<file path="config.mk">
export PLATFORM = sky130hd
export DESIGN_NAME = error_record_control_regs
export DESIGN_NICKNAME = d
export VERILOG_FILES = /design/src/rtl/err_ctl_pkg.sv /design/src/rtl/err_signal_gate.sv /design/src/rtl/error_record_control_regs.sv
export SDC_FILE = /design/constraint.sdc
export NUM_CORES = 1
export LEC_CHECK = 0
export BUFFER_PORTS_ARGS = -buffer_cell sky130_fd_sc_hd__buf_2
export CELL_PAD_IN_SITES_DETAIL_PLACEMENT = 0
export CELL_PAD_IN_SITES_GLOBAL_PLACEMENT = 1
export CORE_UTILIZATION = 30
export CTS_CLUSTER_SIZE = 8
export DETAILED_ROUTE_END_ITERATION = 10
export GPL_ROUTABILITY_DRIVEN = 1
export PLACE_DENSITY = 0.76
export SYNTH_ARGS = -nofsm -noshare
export SYNTH_HDL_FRONTEND = slang
export SYNTH_SLANG_ARGS = --single-unit
</file>
<file path="constraint.sdc">
create_clock -name clock -period 1.1 [get_ports clock]
set_clock_uncertainty 0.1 [all_clocks]
set_input_delay 0.11 -clock clock [delete_from_list [all_inputs] [get_ports clock]]
set_output_delay 0.11 -clock clock [all_outputs]
set_load 0.03 [all_outputs]
</file>
<file path="src/rtl/err_ctl_pkg.sv">
// package: offsets, field positions, feature codes and carrier types for the error control register
package err_ctl_pkg;
   // memory-mapped placement
   localparam logic [15:0] CTL_BASE_OFFSET = 16'h0008;
   localparam logic [15:0] RECORD_STRIDE = 16'h0040;
   localparam int REG_WIDTH = 64;
   localparam int HALF_WIDTH = 32;
   // field positions
   localparam int BIT_LOG_EN = 0;
   localparam int BIT_IMPL_LOW = 1;
   localparam int BIT_RD_RECOV_UNC = 2;
   localparam int BIT_RD_FAULT = 3;
   localparam int BIT_RD_ABORT = 4;
   localparam int BIT_WR_RECOV_UNC = 5;
   localparam int BIT_WR_FAULT = 6;
   localparam int BIT_WR_ABORT = 7;
   localparam int BIT_RD_CORR_FAULT = 8;
   localparam int BIT_WR_CORR_FAULT = 9;
   localparam int BIT_RD_DEFER_RECOV = 10;
   localparam int BIT_WR_DEFER_RECOV = 11;
   localparam int BIT_CRITICAL = 13;
   localparam int IMPL_HIGH_LSB = 32;
   // reset values; undefined fields are held at zero for determinism
   localparam logic LOG_EN_RESET = 1'b0;
   localparam logic ENABLE_RESET = 1'b0;
   localparam logic [31:0] IMPL_HIGH_RESET = 32'h0000_0000;
   localparam logic IMPL_LOW_RESET = 1'b0;
   // per-control feature support
   typedef enum logic [1:0] {
      FEAT_NONE = 2'h0,
      FEAT_ALWAYS = 2'h1,
      FEAT_COMBINED = 2'h2,
      FEAT_SEPARATE = 2'h3
   } feature_t;
   // system-register access selector
   typedef enum logic [2:0] {
      SYS_LOW = 3'h1,
      SYS_HIGH = 3'h2,
      SYS_FULL = 3'h4
   } sys_sel_t;
   // an error event seen by the node's datapath
   typedef struct packed {
      logic valid;
      logic isWrite;
      logic corrected;
      logic deferred;
      logic uncorrected;
      logic critical;
      logic counterOverflow;
      logic syndromeDropped;
   } err_event_t;
   // signalling produced for an event
   typedef struct packed {
      logic faultIrq;
      logic recoveryIrq;
      logic criticalIrq;
      logic inbandAbort;
      logic record;
      logic uncontained;
   } err_signal_t;
endpackage : err_ctl_pkg

</file>
<file path="src/rtl/err_signal_gate.sv">
// combinational gating of one error event by the control register
`timescale 1ns/1ns
module err_signal_gate #(
   parameter bit HAS_COUNTERS = 1'b1,
   parameter err_ctl_pkg::feature_t CORR_FEAT = err_ctl_pkg::FEAT_SEPARATE,
   parameter err_ctl_pkg::feature_t FAULT_FEAT = err_ctl_pkg::FEAT_SEPARATE,
   parameter err_ctl_pkg::feature_t ABORT_FEAT = err_ctl_pkg::FEAT_SEPARATE,
   parameter err_ctl_pkg::feature_t UNC_FEAT = err_ctl_pkg::FEAT_SEPARATE,
   parameter err_ctl_pkg::feature_t DEFER_FEAT = err_ctl_pkg::FEAT_SEPARATE,
   parameter err_ctl_pkg::feature_t CRIT_FEAT = err_ctl_pkg::FEAT_COMBINED
) (
   // control and event
   input wire logic [63:0] ctl,
   input wire err_ctl_pkg::err_event_t evt,
   // resulting signalling
   output err_ctl_pkg::err_signal_t sig
);
   // pick the read or write enable of one control
   function automatic logic pick(input err_ctl_pkg::feature_t f, input logic [63:0] c,
                                 input int rdBit, input int wrBit, input logic isWr);
      case (f)
         err_ctl_pkg::FEAT_NONE: pick = 1'b0;
         err_ctl_pkg::FEAT_ALWAYS: pick = 1'b1;
         err_ctl_pkg::FEAT_COMBINED: pick = c[rdBit];
         err_ctl_pkg::FEAT_SEPARATE: pick = isWr ? c[wrBit] : c[rdBit];
         default: pick = 1'b0;
      endcase
   endfunction : pick

   logic active;
   logic enCorr;
   logic enFault;
   logic enAbort;
   logic enUnc;
   logic enDefer;
   logic enCrit;
   logic corrTrigger;

   always_comb begin
      active = evt.valid & ctl[err_ctl_pkg::BIT_LOG_EN];
      enCorr = pick(CORR_FEAT, ctl, err_ctl_pkg::BIT_RD_CORR_FAULT,
                    err_ctl_pkg::BIT_WR_CORR_FAULT, evt.isWrite);
      enFault = pick(FAULT_FEAT, ctl, err_ctl_pkg::BIT_RD_FAULT,
                     err_ctl_pkg::BIT_WR_FAULT, evt.isWrite);
      enAbort = pick(ABORT_FEAT, ctl, err_ctl_pkg::BIT_RD_ABORT,
                     err_ctl_pkg::BIT_WR_ABORT, evt.isWrite);
      enUnc = pick(UNC_FEAT, ctl, err_ctl_pkg::BIT_RD_RECOV_UNC,
                   err_ctl_pkg::BIT_WR_RECOV_UNC, evt.isWrite);
      enDefer = pick(DEFER_FEAT, ctl, err_ctl_pkg::BIT_RD_DEFER_RECOV,
                     err_ctl_pkg::BIT_WR_DEFER_RECOV, evt.isWrite);
      enCrit = pick(CRIT_FEAT, ctl, err_ctl_pkg::BIT_CRITICAL,
                    err_ctl_pkg::BIT_CRITICAL, evt.isWrite);
      // corrected errors count on overflow when counters exist
      corrTrigger = evt.corrected & (HAS_COUNTERS ? evt.counterOverflow : 1'b1);
      // the dropped-syndrome flag masks only the record, not the interrupts or abort
      sig.record = active & ~evt.syndromeDropped;
      sig.faultIrq = active & ((enFault & (evt.deferred | evt.uncorrected)) |
                     (enCorr & corrTrigger) |
                     ((CORR_FEAT == err_ctl_pkg::FEAT_NONE) & enFault & corrTrigger));
      sig.recoveryIrq = active & ((enDefer & evt.deferred) |
                        (enUnc & evt.uncorrected & ~evt.deferred));
      sig.inbandAbort = active & enAbort & evt.uncorrected & ~evt.deferred;
      sig.criticalIrq = active & enCrit & evt.critical;
      sig.uncontained = active & ~enCrit & evt.critical;
   end
endmodule : err_signal_gate

</file>
<file path="src/rtl/error_record_control_regs.sv">
// error record control register with memory-mapped and system-register access
//
// Contract
// - register exists only for the node's first record; other records read zero.
// - memory-mapped copy sits at eight plus 64 times record index.
// - system access reaches low half, high half, or whole selected register.
// - bits 63:32 and 1 are implementation bits; zero writes are tolerated.
// - enable bits of unimplemented features read zero and ignore writes.
// - each control is combined or split read/write, chosen at design time.
// - bit 13 enables critical interrupt; clear treats critical errors as uncontained.
// - combined bit 10 raises recovery interrupt for deferred errors.
// - split: bit 11 for writes, bit 10 for reads, deferred recovery.
// - combined bit 8 raises fault interrupt for corrected errors, on counter overflow when counters exist.
// - split: bit 9 for writes, bit 8 for reads, corrected fault.
// - combined bit 4 enables in-band abort for non-deferrable uncorrected errors.
// - split: bit 7 for writes, bit 4 for reads, in-band abort.
// - combined bit 3 raises fault interrupt for deferred and uncorrected errors.
// - split: bit 6 for writes, bit 3 for reads, fault interrupt.
// - combined bit 2 raises recovery interrupt for non-deferred uncorrected errors.
// - split: bit 5 for writes, bit 2 for reads, uncorrected recovery.
// - enabled interrupts still fire when the syndrome is dropped.
// - bit 0 clear: nothing recorded or signalled; set: logging active.
// - check codes are still generated for writes while logging is off.
// - controls reset on cold reset only, and survive error-recovery reset.
// - logging enable resets to zero; other controls then reset to defined values.
// - bits 31:14 and 12 read zero; combined-mode split bits read zero.
`timescale 1ns/1ns
module error_record_control_regs #(
   parameter int RECORD_INDEX = 0,
   parameter int SEL_WIDTH = 4,
   parameter bit FIRST_RECORD = 1'b1,
   parameter bit HAS_COUNTERS = 1'b1,
   parameter bit HAS_LOG_EN = 1'b1,
   parameter err_ctl_pkg::feature_t CORR_FEAT = err_ctl_pkg::FEAT_SEPARATE,
   parameter err_ctl_pkg::feature_t FAULT_FEAT = err_ctl_pkg::FEAT_SEPARATE,
   parameter err_ctl_pkg::feature_t ABORT_FEAT = err_ctl_pkg::FEAT_SEPARATE,
   parameter err_ctl_pkg::feature_t UNC_FEAT = err_ctl_pkg::FEAT_SEPARATE,
   parameter err_ctl_pkg::feature_t DEFER_FEAT = err_ctl_pkg::FEAT_SEPARATE,
   parameter err_ctl_pkg::feature_t CRIT_FEAT = err_ctl_pkg::FEAT_COMBINED
) (
   // clock and resets
   input wire logic clock,
   input wire logic rst_b,
   input wire logic recoveryReset,
   // memory-mapped access
   input wire logic mmioWrite,
   input wire logic mmioRead,
   input wire logic [15:0] mmioAddr,
   input wire logic [63:0] mmioWdata,
   output logic [63:0] mmioRdata,
   // system-register access
   input wire logic [SEL_WIDTH-1:0] record_select_index,
   input wire logic sysWrite,
   input wire logic sysRead,
   input wire err_ctl_pkg::sys_sel_t sysSel,
   input wire logic [63:0] sysWdata,
   output logic [63:0] sysRdata,
   // datapath events
   input wire err_ctl_pkg::err_event_t errEvent,
   // signalling out
   output err_ctl_pkg::err_signal_t errSignal,
   output logic checkCodeGen,
   input wire logic injectSuppressCheck,
   output logic [63:0] error_record_control
);
   localparam logic [15:0] MY_OFFSET = 16'(err_ctl_pkg::CTL_BASE_OFFSET +
                                        err_ctl_pkg::RECORD_STRIDE * RECORD_INDEX);
   localparam logic [SEL_WIDTH-1:0] MY_SEL = SEL_WIDTH'(RECORD_INDEX);

   // bits that hold storage for a given feature encoding
   function automatic logic [63:0] feat_mask(input err_ctl_pkg::feature_t f,
                                             input int rdBit, input int wrBit);
      feat_mask = 64'h0;
      case (f)
         err_ctl_pkg::FEAT_COMBINED: feat_mask[rdBit] = 1'b1;
         err_ctl_pkg::FEAT_SEPARATE: begin
            feat_mask[rdBit] = 1'b1;
            feat_mask[wrBit] = 1'b1;
         end
         default: feat_mask = 64'h0;
      endcase
   endfunction : feat_mask

   // writable bit mask built from the feature configuration
   localparam logic [63:0] WMASK = FIRST_RECORD ? (
      feat_mask(CORR_FEAT, err_ctl_pkg::BIT_RD_CORR_FAULT, err_ctl_pkg::BIT_WR_CORR_FAULT) |
      feat_mask(FAULT_FEAT, err_ctl_pkg::BIT_RD_FAULT, err_ctl_pkg::BIT_WR_FAULT) |
      feat_mask(ABORT_FEAT, err_ctl_pkg::BIT_RD_ABORT, err_ctl_pkg::BIT_WR_ABORT) |
      feat_mask(UNC_FEAT, err_ctl_pkg::BIT_RD_RECOV_UNC, err_ctl_pkg::BIT_WR_RECOV_UNC) |
      feat_mask(DEFER_FEAT, err_ctl_pkg::BIT_RD_DEFER_RECOV,
                err_ctl_pkg::BIT_WR_DEFER_RECOV) |
      feat_mask(CRIT_FEAT, err_ctl_pkg::BIT_CRITICAL, err_ctl_pkg::BIT_CRITICAL) |
      (HAS_LOG_EN ? (64'h1 << err_ctl_pkg::BIT_LOG_EN) : 64'h0)) : 64'h0;

   logic [63:0] ctl_q;
   logic [63:0] ctl_d;
   logic [31:0] implHigh_q;
   logic implLow_q;
   logic mmioHit;
   logic sysHit;
   logic [63:0] wrMask;
   logic [63:0] wrData;
   logic [63:0] regView;
   logic [63:0] effCtl;
   logic [63:0] mmioRdata_d;
   logic [63:0] sysRdata_d;

   // decode and merge of the two access paths; system access wins on collision
   always_comb begin
      mmioHit = FIRST_RECORD && (mmioAddr == MY_OFFSET);
      sysHit = FIRST_RECORD && (record_select_index == MY_SEL);
      wrMask = 64'h0;
      wrData = 64'h0;
      if (mmioWrite && mmioHit) begin
         wrMask = 64'hffff_ffff_ffff_ffff;
         wrData = mmioWdata;
      end
      if (sysWrite && sysHit) begin
         wrData = sysWdata;
         case (sysSel)
            err_ctl_pkg::SYS_LOW: wrMask = 64'h0000_0000_ffff_ffff;
            err_ctl_pkg::SYS_HIGH: begin
               wrMask = 64'hffff_ffff_0000_0000;
               wrData = {sysWdata[31:0], 32'h0};
            end
            err_ctl_pkg::SYS_FULL: wrMask = 64'hffff_ffff_ffff_ffff;
            default: wrMask = 64'h0;
         endcase
      end
      ctl_d = (ctl_q & ~(wrMask & WMASK)) | (wrData & wrMask & WMASK);
   end

   // cold reset only; error-recovery reset leaves the controls untouched
   always_ff @(posedge clock or negedge rst_b) begin
      if (!rst_b) begin
         ctl_q <= {63'h0, err_ctl_pkg::LOG_EN_RESET};
      end else begin
         ctl_q <= ctl_d;
      end
   end

   // implementation bits: stored, zero writes accepted
   always_ff @(posedge clock or negedge rst_b) begin
      if (!rst_b) begin
         implHigh_q <= err_ctl_pkg::IMPL_HIGH_RESET;
         implLow_q <= err_ctl_pkg::IMPL_LOW_RESET;
      end else if (FIRST_RECORD) begin
         if (wrMask[err_ctl_pkg::IMPL_HIGH_LSB]) begin
            implHigh_q <= wrData[63:32];
         end
         if (wrMask[err_ctl_pkg::BIT_IMPL_LOW]) begin
            implLow_q <= wrData[err_ctl_pkg::BIT_IMPL_LOW];
         end
      end
   end

   always_comb begin
      regView = ctl_q & WMASK;
      if (FIRST_RECORD) begin
         regView[63:32] = implHigh_q;
         regView[err_ctl_pkg::BIT_IMPL_LOW] = implLow_q;
      end
      // no logging-enable control means logging always on
      effCtl = ctl_q & WMASK;
      if (!HAS_LOG_EN) begin
         effCtl[err_ctl_pkg::BIT_LOG_EN] = 1'b1;
      end
      mmioRdata_d = (mmioRead && mmioHit) ? regView : 64'h0;
      sysRdata_d = 64'h0;
      if (sysRead && sysHit) begin
         case (sysSel)
            err_ctl_pkg::SYS_LOW: sysRdata_d = {32'h0, regView[31:0]};
            err_ctl_pkg::SYS_HIGH: sysRdata_d = {32'h0, regView[63:32]};
            err_ctl_pkg::SYS_FULL: sysRdata_d = regView;
            default: sysRdata_d = 64'h0;
         endcase
      end
   end

   // read data registered: valid the cycle after the read strobe
   always_ff @(posedge clock or negedge rst_b) begin
      if (!rst_b) begin
         mmioRdata <= 64'h0;
         sysRdata <= 64'h0;
      end else begin
         mmioRdata <= mmioRdata_d;
         sysRdata <= sysRdata_d;
      end
   end

   // signalling registered one cycle after the event
   err_ctl_pkg::err_signal_t sig_d;
   err_signal_gate #(
      .HAS_COUNTERS(HAS_COUNTERS),
      .CORR_FEAT(CORR_FEAT),
      .FAULT_FEAT(FAULT_FEAT),
      .ABORT_FEAT(ABORT_FEAT),
      .UNC_FEAT(UNC_FEAT),
      .DEFER_FEAT(DEFER_FEAT),
      .CRIT_FEAT(CRIT_FEAT)
   ) gate (
      .ctl(effCtl),
      .evt(errEvent),
      .sig(sig_d)
   );

   always_ff @(posedge clock or negedge rst_b) begin
      if (!rst_b) begin
         errSignal <= '0;
      end else if (recoveryReset) begin
         errSignal <= '0;
      end else begin
         errSignal <= sig_d;
      end
   end

   // check codes generated regardless of logging state
   always_ff @(posedge clock or negedge rst_b) begin
      if (!rst_b) begin
         checkCodeGen <= 1'b1;
      end else begin
         checkCodeGen <= ~injectSuppressCheck;
      end
   end

   assign error_record_control = regView;
endmodule : error_record_control_regs

</file>
# Yosys cells after proc, flatten, opt, wreduce, memory -nomap -nowiden
# Index checks and enable logic that the tools add are counted.
[classes]
addsub = 0
multipliers = 0
div = 0
n_lt_le_gt_ge = 0
n_eq_ne = 4
shift = 0
mux = 15
bitwise = 28
n_reduce_logical = 5
[ops]
columns = ["cell", "count"]
rows = [
  ["two-way mux 64 bit", 5],
  ["case mux 64 bit (3 select lines)", 1],
  ["case mux 33 bit (3 select lines)", 1],
  ["two-way mux 33 bit", 2],
  ["AND 64 bit", 1],
  ["NOT 14 -> 64 bit", 1],
  ["OR 64 x 14 -> 64 bit", 1],
  ["AND 1 bit", 17],
  ["equality test 16 x 4 -> 1 bit (second input constant)", 1],
  ["AND 14 bit", 1],
  ["two-way mux 6 bit", 1],
  ["two-way mux 1 bit", 5],
  ["logical AND 1 bit", 4],
  ["zero test 4 bit", 1],
  ["NOT 1 bit", 4],
  ["equality test 3 x 1 -> 1 bit (second input constant)", 1],
  ["equality test 3 x 2 -> 1 bit (second input constant)", 1],
  ["equality test 3 bit (second input constant)", 1],
  ["OR 1 bit", 3],
]
[word_totals]
register_bits = 232
latchBits = 0
ramBits = 0
rom_bits = 0
elab_cells = 64
n_memories = 0

# Depth between registers and ports, before layout
# Gate-level depths: netlist (run 1).
[logic_depth]
depth_word = 7
mapped_depth = 7

# Hierarchy
# A second synthesis (run 1) with hierarchy kept.
[unflattened]
cells_unflattened = 567
hier_area_um2 = 6626.4
[modules_own_cells]
columns = ["module", "instances", "cells_per_inst", "area_each_um2", "seq_area_each_um2"]
rows = [
  ["error_record_control_regs", 1, 550, 6498.7, 4030.1],
  ["err_signal_gate", 1, 17, 127.6, 0.0],
]

# Worst setup path after synthesis (run 1)
# No wires, ideal clock.
[synth_timing]
path_kind = "in2reg"
start = "in record_select_index[3]"
end = "reg (tool-made name)"
setup_time_ns = 0.123
arrival_time_ns = 1.649
required_time_ns = 0.877
path_slack_ns = -0.772
cell_stages = 6
path_buffers = 2
cell_sequence = "or4_4 > or4_1 > buf_2 > buf_6 > a21o_1 > o221a_2"
[synth_rtl]
columns = ["element", "line", "rtl"]
rows = [
  ["start: declaration", "error_record_control_regs.sv:52", "input wire logic [SEL_WIDTH-1:0] record_select_index,"],
]

==> run_results.csv, run 1 <==
group,metric,value,unit
outcome,outcome,"finished with violations",
outcome,violations,"negative hold slack, negative setup slack",
pwr,power_density,1350,nW/um^2
worst_setup_path,cp_data_required_time,1.30,ns
clocking,clockBufferDepth,2,
clocking,cts_buffers,17,
clocking,cts_tree,"yes",
drt,first_pass_iters,5,
timing,rsz0062_at_grt,"true",
clocking,cts_root_buf,"clkbuf_16",
synthesis,seq_area_frac_synth,61.2,%
finish,post-route-util,62.3,%
place,place_area,8970,sq um
floorplanning,ioPinCount,366,
synthesis,syn-instance-count,564,
global_routing,grt_max_degree,57,
finish,fin_area,13300,sq um
synthesis,synth_edf_count,0,
clocking,clk_latency,0.43,ns
place,gp_congestion,0.823,
floorplanning,die_h,150,um
floorplanning,row_count,53,
synthesis,synthArstFlopShare,100,%
drt,drc,0,
worst_setup_path,arrival,1.77,ns
floorplanning,die_area,22600,sq um
worst_setup_path,endpoint_kind,"flip-flop",
synthesis,synth.distinct_cells,41,
place,place_ws,-0.897,ns
worst_hold_path,hp-class,"in2reg",
pwr,power,18.0,mW
pwr,p_leak,6.40,nW
drt,drtAntennaViolNets,0,
worst_setup_path,startpoint_type,"input pin",
place,dp_hpwl,16300,um
global_routing,grt_usage,25.3,%
timing,hold_violations,6,
floorplanning,fp.coreArea,21300,sq um
timing,period_needed,1.56,ns
timing,hold_ws,-0.0296,ns
synthesis,yosysWarnings,0,
timing,drv_slew,0,
drt,drt_iter0_drc,228,
drt,via_per_inst,4.86,
place,io_buffers,308,
run,maxCapViolCount,0,
clocking,clkSinkCount,161,
clocking,path_clk_slew,0.07,ns
timing,min_period_over_period,142,%
drt,wire_per_inst,21.2,um
floorplanning,start_util,30.9,%
worst_setup_path,cp_max_fo,13,
worst_setup_path,crit_type,"in2reg",
timing,final-setup-viol-count,307,
global_routing,grt_pass1_vias,7126,
synthesis,syn-cell-area,6590,sq um
drt,num_vias,6796,
synthesis,ys_ff_latch,161,
timing,max_freq,639,MHz
clocking,htreeDepth,4,
global_routing,grt_pass1_wl,41600,um
synthesis,syn_area_per_cell,11.7,sq um
pwr,peakVddDrop,0.000752,V
synthesis,synthFlopType,"dfrtp_1",
finish,area_delta_synth_final,101,%
floorplanning,die_w,150,um
finish,final_nets,1274,
drt,wirelength,29600,um
finish,drive_gt1_share,57.8,%
timing,fin_ws,-0.464,ns
global_routing,antenna_found_initial,1,
clocking,hold_buffers,120,
global_routing,overflow,0,
-- per-stage QoR --
step	setup TNS [ns]	instances
after floorplan	-54.92	601
after global placement	-80.01	1165
after detailed placement	-83.38	1165
after CTS	-33.78	1388
after global routing	-51.46	1396
final	-39.93	1397
-- worst max-delay path, stage by stage --
cell     delay (ns)
buf_6          0.09
or4_4          0.57
or4_4          0.55
buf_12         0.17
a21o_1         0.15
o221a_2        0.13
-- synth_stat cells (all sizes together) (3+ instances only) --
master / count / area share [%]
a21o: 13 / 1.5
a22oi: 13 / 1.5
and2: 95 / 9.0
buf: 51 / 5.7
clkbuf: 26 / 1.5
dfrtp: 160 / 61
inv: 5 / 0.28
nand2: 65 / 3.7
nand3: 32 / 2.4
nor2: 20 / 1.1
nor3: 3 / 0.23
nor4: 5 / 0.57
o21ai: 3 / 0.40
o221a: 45 / 7.7
-- repair_timing --
action / CTS / global route
resized for setup: 406 / 92
gates cloned: 8 / 5
endpoints found under the setup margin: 239 / 286
endpoints found under the hold margin: 214 / 1
pin swaps: 9 / 69
setup buffers: 63 / 13
-- cell usage in the layout (no fill, tap or decap), types with 6 or more instances in the layout --
cell,synthesis,layout
buf_2,7,142
conb_1,1,38
and2_4,0,41
nand3_2,0,26
o221a_2,43,24
o221a_4,0,19
nand3_4,0,6
buf_12,0,23
nor2_1,20,16
a22oi_2,0,13
dfrtp_1,160,146
dlygate4sd3_1,0,119
clkbuf_16,0,21
and2_1,95,54
buf_6,2,194
a21o_1,13,13
nand2_1,65,64
inv_6,0,6
dfrtp_2,0,14
buf_4,42,76
-- final timing paths --
path,from,to,slack [ns],cells past startpoint
worst max-delay path,record_select_index[3],flip-flop,-0.46,6
worst min register to register,implHigh_q[23]$_DFFE_PN0P_,mmioRdata[55]$_DFF_PN0_,0.53,2
max in group asynchronous,rst_b,mmioRdata[44]$_DFF_PN0_,0.32,3
worst min-delay path,mmioAddr[11],mmioRdata[6]$_DFF_PN0_,-0.03,4
min in group asynchronous,rst_b,mmioRdata[36]$_DFF_PN0_,-0.02,2
worst max register to register,flip-flop,flip-flop,-0.13,4
-- layer usage --
metal,vias up,GRT usage [%],part of all wire (%)
li1,2956,-,-
met1,3376,30.3,39
met2,377,43.6,51
met5,-,0,0
met3,87,4.61,5.4
met4,0,12.3,4.1
-- sequential cells by signal (all words and copies together) (netlist names), named ones only --
| name | flops |
|---|---|
| implLow_q | 1 |
| implHigh_q | 32 |
| errSignal | 6 |
| mmioRdata | 45 |
| sysRdata | 64 |
| checkCodeGen | 1 |
-- power by group --
| group | total, mW | internal, mW | switching [mW] |
|---|---|---|---|
| sequential | 6.70 | 6.33 | 0.375 |
| combinational | 5.31 | 2.70 | 2.61 |
| clock | 5.96 | 3.25 | 2.71 |
| total | 18.0 | 12.3 | 5.69 |
-- logic make-up (layout without fill, tap and decap cells) --
group,count (synthesis),after routing,share of synthesized area (%)
and+or+nand+nor,233,233,18.6
DFF,161,161,61.2
buffers and inverters,82,601,7.43
AOI/OAI and AO/OA,80,80,11.7
muxes,4,4,0.646
xor gates and xnor gates,3,3,0.399
other,1,40,0.0569
-- cell type report --
| cell class | count | area (sq um) |
|---|---|---|
| fillers | 1574 | 8020 |
| repair buffers | 564 | 5340 |
| diodes | 2 | 5.00 |
| flip-flops and latches | 161 | 4050 |
| inverters | 5 | 18.8 |
| clock inverters | 14 | 139 |
| well taps | 275 | 344 |
| multi-input cells | 358 | 2930 |
| clock buffers | 18 | 439 |
Note: power is estimated with default switching activity, not from simulation.
==> run 2, diff against run 1 <==
--- a/config.mk
+++ b/config.mk
@@ -5,10 +5,12 @@
 export SDC_FILE = /design/constraint.sdc
 export NUM_CORES = 1
 export LEC_CHECK = 0
+export ABC_AREA = 1
+export ABC_CLOCK_PERIOD_IN_PS = 1100
 export BUFFER_PORTS_ARGS = -buffer_cell sky130_fd_sc_hd__buf_2
 export CELL_PAD_IN_SITES_DETAIL_PLACEMENT = 0
 export CELL_PAD_IN_SITES_GLOBAL_PLACEMENT = 1
-export CORE_UTILIZATION = 30
+export CORE_UTILIZATION = 29
 export CTS_CLUSTER_SIZE = 8
 export DETAILED_ROUTE_END_ITERATION = 10
 export GPL_ROUTABILITY_DRIVEN = 1
==> run_results.csv, run 2 <==
group,metric,value,unit
drt,wirelength,28800,um
timing,final-setup-viol-count,168,
place,place_inst,1517,
worst_hold_path,hp-start,"sysWdata[45]",
drt,num_vias,7570,
drt,wire_per_inst,17.0,um
floorplanning,start_util,29.7,%
floorplanning,die_area,25700,sq um
timing,rsz0062_at_grt,"true",
synthesis,synth_top_area_share,55.1,%
global_routing,grt_usage,21.9,%
synthesis,synth_commonest_cells,"nand2_1 (201), dfrtp_1 (160), nor2_1 (133)",
timing,hold_ws,-0.0343,ns
synthesis,yosysMostFrequentCell,"nand2_1",
synthesis,synth_edf_count,0,
worst_setup_path,cp_data_required_time,0.89,ns
worst_setup_path,startpoint_type,"flip-flop",
finish,fillCellCount,2181,
global_routing,grt_pass1_wl,42300,um
synthesis,synthFlopType,"dfrtp_1",
finish,mostFrequentLayoutCell,"buf_6",
finish,regMostFlops,"sysRdata",
synthesis,yosysWarnings,0,
outcome,outcome,"finished with violations",
worst_hold_path,hold_path_end,"implHigh_q[13]$_DFFE_PN0P_",
place,dp_hpwl,19300,um
finish,largestRegisters,"sysRdata x64, mmioRdata x45, implHigh_q x32",
finish,area_delta_synth_final,77.9,%
clocking,clk_latency,0.43,ns
worst_setup_path,endpoint_kind,"output port",
timing,drv_slew,0,
timing,hold_violations,3,
drt,drt_iter0_drc,542,
synthesis,syn-instance-count,874,
worst_setup_path,rr_worst_depth,5,
finish,fin_cells,1696,
clocking,cts_tree,"yes",
pwr,power,13.5,mW
worst_hold_path,hold_depth,5,
timing,min_period_over_period,122,%
synthesis,ys_top_cells_by_area,"dfrtp_1 (55%), nand2_1 (10%), nor2_1 (6.9%)",
clocking,cts_buffers,17,
floorplanning,die_w,160,um
worst_hold_path,hp-class,"in2reg",
global_routing,overflow,0,
pwr,peakVddDrop,0.000969,V
clocking,htreeDepth,4,
synthesis,synth.distinct_cells,29,
drt,via_per_inst,4.46,
floorplanning,fp.coreArea,24500,sq um
place,place_ws,-0.534,ns
worst_setup_path,r2r_end,"sysRdata[4]$_DFF_PN0_",
drt,first_pass_iters,5,
floorplanning,die_h,160,um
finish,final_nets,1525,
pwr,power_density,1040,nW/um^2
worst_setup_path,arrival,1.13,ns
synthesis,ys_ff_latch,161,
run,maxCapViolCount,0,
finish,layout_common_cells,"buf_6 (188), nand2_1 (175), dfrtp_1 (151), buf_2 (142), nor2_1 (114)",
global_routing,grt_max_degree,45,
global_routing,grt_pass1_vias,7487,
timing,period_needed,1.34,ns
floorplanning,row_count,57,
timing,max_freq,747,MHz
place,gp_congestion,0.821,
synthesis,yosysTopAreaCell,"dfrtp_1",
clocking,path_clk_slew,0.07,ns
timing,fin_ws,-0.239,ns
floorplanning,ioPinCount,366,
place,io_buffers,308,
synthesis,seq_area_frac_synth,55.5,%
synthesis,synthArstFlopShare,100,%
drt,drc,0,
clocking,cts_root_buf,"clkbuf_16",
worst_setup_path,crit_type,"reg2out",
outcome,violations,"negative hold slack, negative setup slack",
synthesis,syn-cell-area,7260,sq um
global_routing,antenna_found_initial,2,
drt,drtAntennaViolNets,0,
pwr,p_leak,6.70,nW
worst_setup_path,reg2reg_slack,-0.15,ns
finish,largest_reg_flops,64,
clocking,clkSinkCount,161,
worst_setup_path,cp_max_fo,2,
clocking,clockBufferDepth,2,
synthesis,syn_area_per_cell,8.31,sq um
finish,drive_gt1_share,41.6,%
==> run 2: final cells by class <==
| type | count | area, sq um | area share (%) |
|---|---|---|---|
| Timing Repair Buffer | 515 | 4750 | 36.8 |
| Sequential cell | 161 | 4040 | 31.3 |
| Multi-Input combinational cell | 573 | 2780 | 21.5 |
| Clock buffer | 20 | 447 | 3.46 |
| Tap cell | 324 | 405 | 3.14 |
| Inverter | 90 | 354 | 2.74 |
| Clock inverter | 12 | 145 | 1.12 |
| Antenna cell | 1 | 2.50 | 0.0194 |
==> run 2: worst max-delay path by stage <==
stage	from	to	slack [ns]	depth (start not counted)
final	flip-flop	error_record_control[4]	-0.24	2
after global routing	flip-flop	error_record_control[4]	-0.27	2
after CTS	flip-flop	error_record_control[4]	-0.26	2
after detailed placement	mmioAddr[11]	flip-flop	-0.53	8
after global placement	mmioAddr[2]	flip-flop	-0.50	8
after floorplan	flip-flop	errSignal[2]$_DFF_PN0_	-0.06	4
==> run 2: cell families (layout without fill, tap and decap cells) <==
family                 count (synthesis)  in the layout  share of synthesized area (%)
DFF                                  161            161                           55.5
AOI/OAI and AO/OA                     86             86                           6.29
other                                  1             39                         0.0516
and+or+nand+nor                      449            449                           25.9
buffers and inverters                177            637                           12.3
==> run 2: critical path: stages (launching register included) <==
cell and delay, ns:
dfrtp_2 0.44, buf_6 0.13, buf_6 0.13
==> run 2: repair_timing <==
action	4_1_cts	5_1_grt
setup endpoints to repair	178	231
pin swaps	2	41
hold endpoints to repair	214	0
setup buffers	46	12
cloned	0	7
resized for setup	343	135
hold buffers	87	0
==> run 2: per-layer routing <==
| layer | share of wire [%] | track usage, % | vias up |
|---|---|---|---|
| met5 | 0.045 | 0 | - |
| met4 | 2.7 | 8.14 | 2 |
| met3 | 5.6 | 4.73 | 51 |
| met2 | 50 | 36.8 | 334 |
| met1 | 42 | 27.5 | 3562 |
| li1 | - | - | 3621 |
==> run 2: where the power goes <==
part           internal [mW]  total, mW  switching [mW]
clock network           3.46       6.00            2.54
logic                  0.671       1.51           0.839
registers               5.94       5.96          0.0194
==> run 2: metrics by stage <==
stage / setup TNS [ns] / instance area (sq um) / hold slack, ns / utilization [%]
finish: -11.17 / 12900 / -0.0343 / 52.8
floorplan: -1.93 / 7440 / -0.286 / -
detailed placement: -47.99 / 9480 / -0.0630 / 38.8
global route: -17.47 / 12900 / 0.00182 / 52.8
global placement: -46.68 / 9480 / -0.0633 / 38.8
CTS: -14.58 / 12300 / 0.000792 / 50.4
==> run 3, diff against run 2 <==
--- a/config.mk
+++ b/config.mk
@@ -8,8 +8,9 @@
 export ABC_AREA = 1
 export ABC_CLOCK_PERIOD_IN_PS = 1100
 export BUFFER_PORTS_ARGS = -buffer_cell sky130_fd_sc_hd__buf_2
-export CELL_PAD_IN_SITES_DETAIL_PLACEMENT = 0
+export CELL_PAD_IN_SITES_DETAIL_PLACEMENT = 1
 export CELL_PAD_IN_SITES_GLOBAL_PLACEMENT = 1
+export CORE_ASPECT_RATIO = 0.5
 export CORE_UTILIZATION = 29
 export CTS_CLUSTER_SIZE = 8
 export DETAILED_ROUTE_END_ITERATION = 10
==> run_results.csv, run 3 (synthesis results as in run 2) <==
group,metric,value,unit
clocking,cts_buffers,17,
outcome,outcome,"finished with violations",
finish,area_delta_synth_final,83.4,%
global_routing,grt_pass1_vias,9263,
floorplanning,die_area,25700,sq um
clocking,clk_latency,0.43,ns
worst_setup_path,crit_type,"reg2out",
finish,final_nets,1527,
finish,drive_gt1_share,45.2,%
worst_hold_path,hold_path_end,"implHigh_q[16]$_DFFE_PN0P_",
outcome,violations,"negative setup slack",
floorplanning,ioPinCount,366,
pwr,power_density,1030,nW/um^2
global_routing,overflow,0,
place,io_buffers,308,
worst_hold_path,hp-start,"sysWdata[48]",
worst_setup_path,cp_max_fo,2,
floorplanning,die_h,114,um
worst_setup_path,cp.depth,2,
finish,fillCellCount,2727,
worst_setup_path,cp_data_required_time,0.89,ns
drt,via_per_inst,5.28,
run,maxCapViolCount,0,
timing,fin_ws,-0.256,ns
drt,num_vias,9087,
worst_setup_path,critPathBufInv,2,
clocking,cts_root_buf,"clkbuf_16",
worst_setup_path,r2r_end,"errSignal[5]$_DFF_PN0_",
finish,largest_reg_flops,64,
worst_setup_path,endpoint_kind,"output port",
finish,largestRegisters,"sysRdata x64, mmioRdata x45, implHigh_q x32",
timing,hold_violations,0,
global_routing,grt_pass1_wl,56000,um
finish,layout_common_cells,"buf_6 (196), nand2_1 (175), dfrtp_1 (145), buf_2 (141), nor2_1 (95)",
finish,regMostFlops,"sysRdata",
global_routing,grt_usage,29.4,%
worst_hold_path,hp-class,"in2reg",
global_routing,grt_max_degree,43,
worst_hold_path,hold_depth,5,
worst_setup_path,crit_slowest_cell,"dfrtp_2",
timing,max_freq,737,MHz
floorplanning,row_count,40,
worst_setup_path,reg2reg_slack,-0.16,ns
worst_setup_path,crit_family,"flip-flops",
place,dp_hpwl,22500,um
clocking,clockBufferDepth,2,
global_routing,gr-usage-met1,32.3,%
finish,multi_input_area,3080,sq um
worst_setup_path,crit_chain,"buf_6 > buf_6",
timing,rsz0062_at_grt,"true",
floorplanning,die_w,226,um
worst_setup_path,slowest_delay,0.45,ns
drt,first_pass_iters,5,
drt,wirelength,45500,um
floorplanning,start_util,29.9,%
timing,hold_ws,0.0135,ns
pwr,peakVddDrop,0.000634,V
clocking,cts_tree,"yes",
clocking,htreeDepth,4,
global_routing,grt_busiest_layer,"met2",
finish,mostFrequentLayoutCell,"buf_6",
timing,drv_slew,0,
drt,drc,0,
global_routing,use_met2,53.0,%
place,gp_congestion,0.927,
timing,period_needed,1.36,ns
timing,final-setup-viol-count,261,
place,place_ws,-0.579,ns
drt,drtAntennaViolNets,0,
finish,ff_latch_area,4050,sq um
pwr,p_leak,6.85,nW
drt,drt_iter0_drc,887,
drt,wire_per_inst,26.5,um
global_routing,antenna_found_initial,10,
worst_setup_path,cpMostUsedCell,"buf_6",
clocking,clkSinkCount,161,
clocking,path_clk_slew,0.07,ns
worst_setup_path,arrival,1.15,ns
timing,min_period_over_period,123,%
worst_setup_path,rr_worst_depth,6,
global_routing,met3_usage,6.11,%
floorplanning,fp.coreArea,24300,sq um
worst_setup_path,startpoint_type,"flip-flop",
-- run 3: cell count changes in the layout (fill, tap and decap cells not counted), moves of 6 or more --
cell,previous run,this run
buf_4,73,64
dfrtp_2,9,15
nor2_2,15,22
diode_2,1,11
buf_6,188,196
o21ai_2,3,16
o21ai_0,22,8
nor2_1,114,95
nor2_4,7,19
dfrtp_1,151,145
dlygate4sd3_1,87,81
-- run 3: what timing repair did --
action	in CTS	in global routing
hold buffers	79	3
endpoints found under the hold margin	213	3
buffers inserted	46	26
gates cloned	1	9
setup endpoints to repair	214	227
resized for setup	370	220
pin swaps	4	43
-- run 3: per-stage QoR --
stage               power, mW  util, %  setup TNS [ns]  instance area [sq um]  instances
floorplan                6.64        -           -1.93                   7440        911
global route             13.9     54.9          -28.70                  13300       1718
detailed placement       7.17     38.8          -39.71                   9420       1520
finish                   13.7     54.9          -23.07                  13300       1720
CTS                      13.2     50.5          -14.16                  12200       1677
global placement         7.14     38.8          -31.39                   9420       1520
-- run 3: power breakdown --
group | internal [mW] | switching (mW) | total, mW
clock | 3.31 | 2.71 | 6.02
combinational | 0.672 | 1.03 | 1.70
sequential | 5.94 | 0.0227 | 5.96
total | 9.92 | 3.77 | 13.7
-- run 3: metal layers --
layer | routed length, um | vias to the layer above
met5 | 0 | -
met1 | 16400 | 4512
met4 | 3500 | 0
li1 | - | 3643
met3 | 3360 | 265
met2 | 22300 | 667
-- run 3: how the worst max path moves through the flow --
stage / startpoint / to / slack, ns
after floorplan: flip-flop / errSignal[2]$_DFF_PN0_ / -0.06
after global placement: mmioAddr[9] / flip-flop / -0.49
after global routing: mmioAddr[3] / implHigh_q[6]$_DFFE_PN0P_ / -0.30
final: flip-flop / error_record_control[4] / -0.26
after detailed placement: mmioAddr[15] / flip-flop / -0.58
after CTS: flip-flop / error_record_control[4] / -0.22
-- run 3: layout make-up --
cell class	instances	share of cell area [%]
inverter	90	2.72
antenna	11	0.207
multi-input combinational	577	23.1
clock buffer	24	3.62
timing repair buffer	513	36.2
tap	336	3.16
clock inverter	8	0.582
sequential	161	30.4
-- run 3: tightest hold or removal path, delay by kind of cell --
kind | cells | cell delay, ns
AO/OA/AOI/OAI | 2 | 0.18
buffers and inverters | 1 | 0.09
AND/OR/NAND/NOR | 2 | 0.12
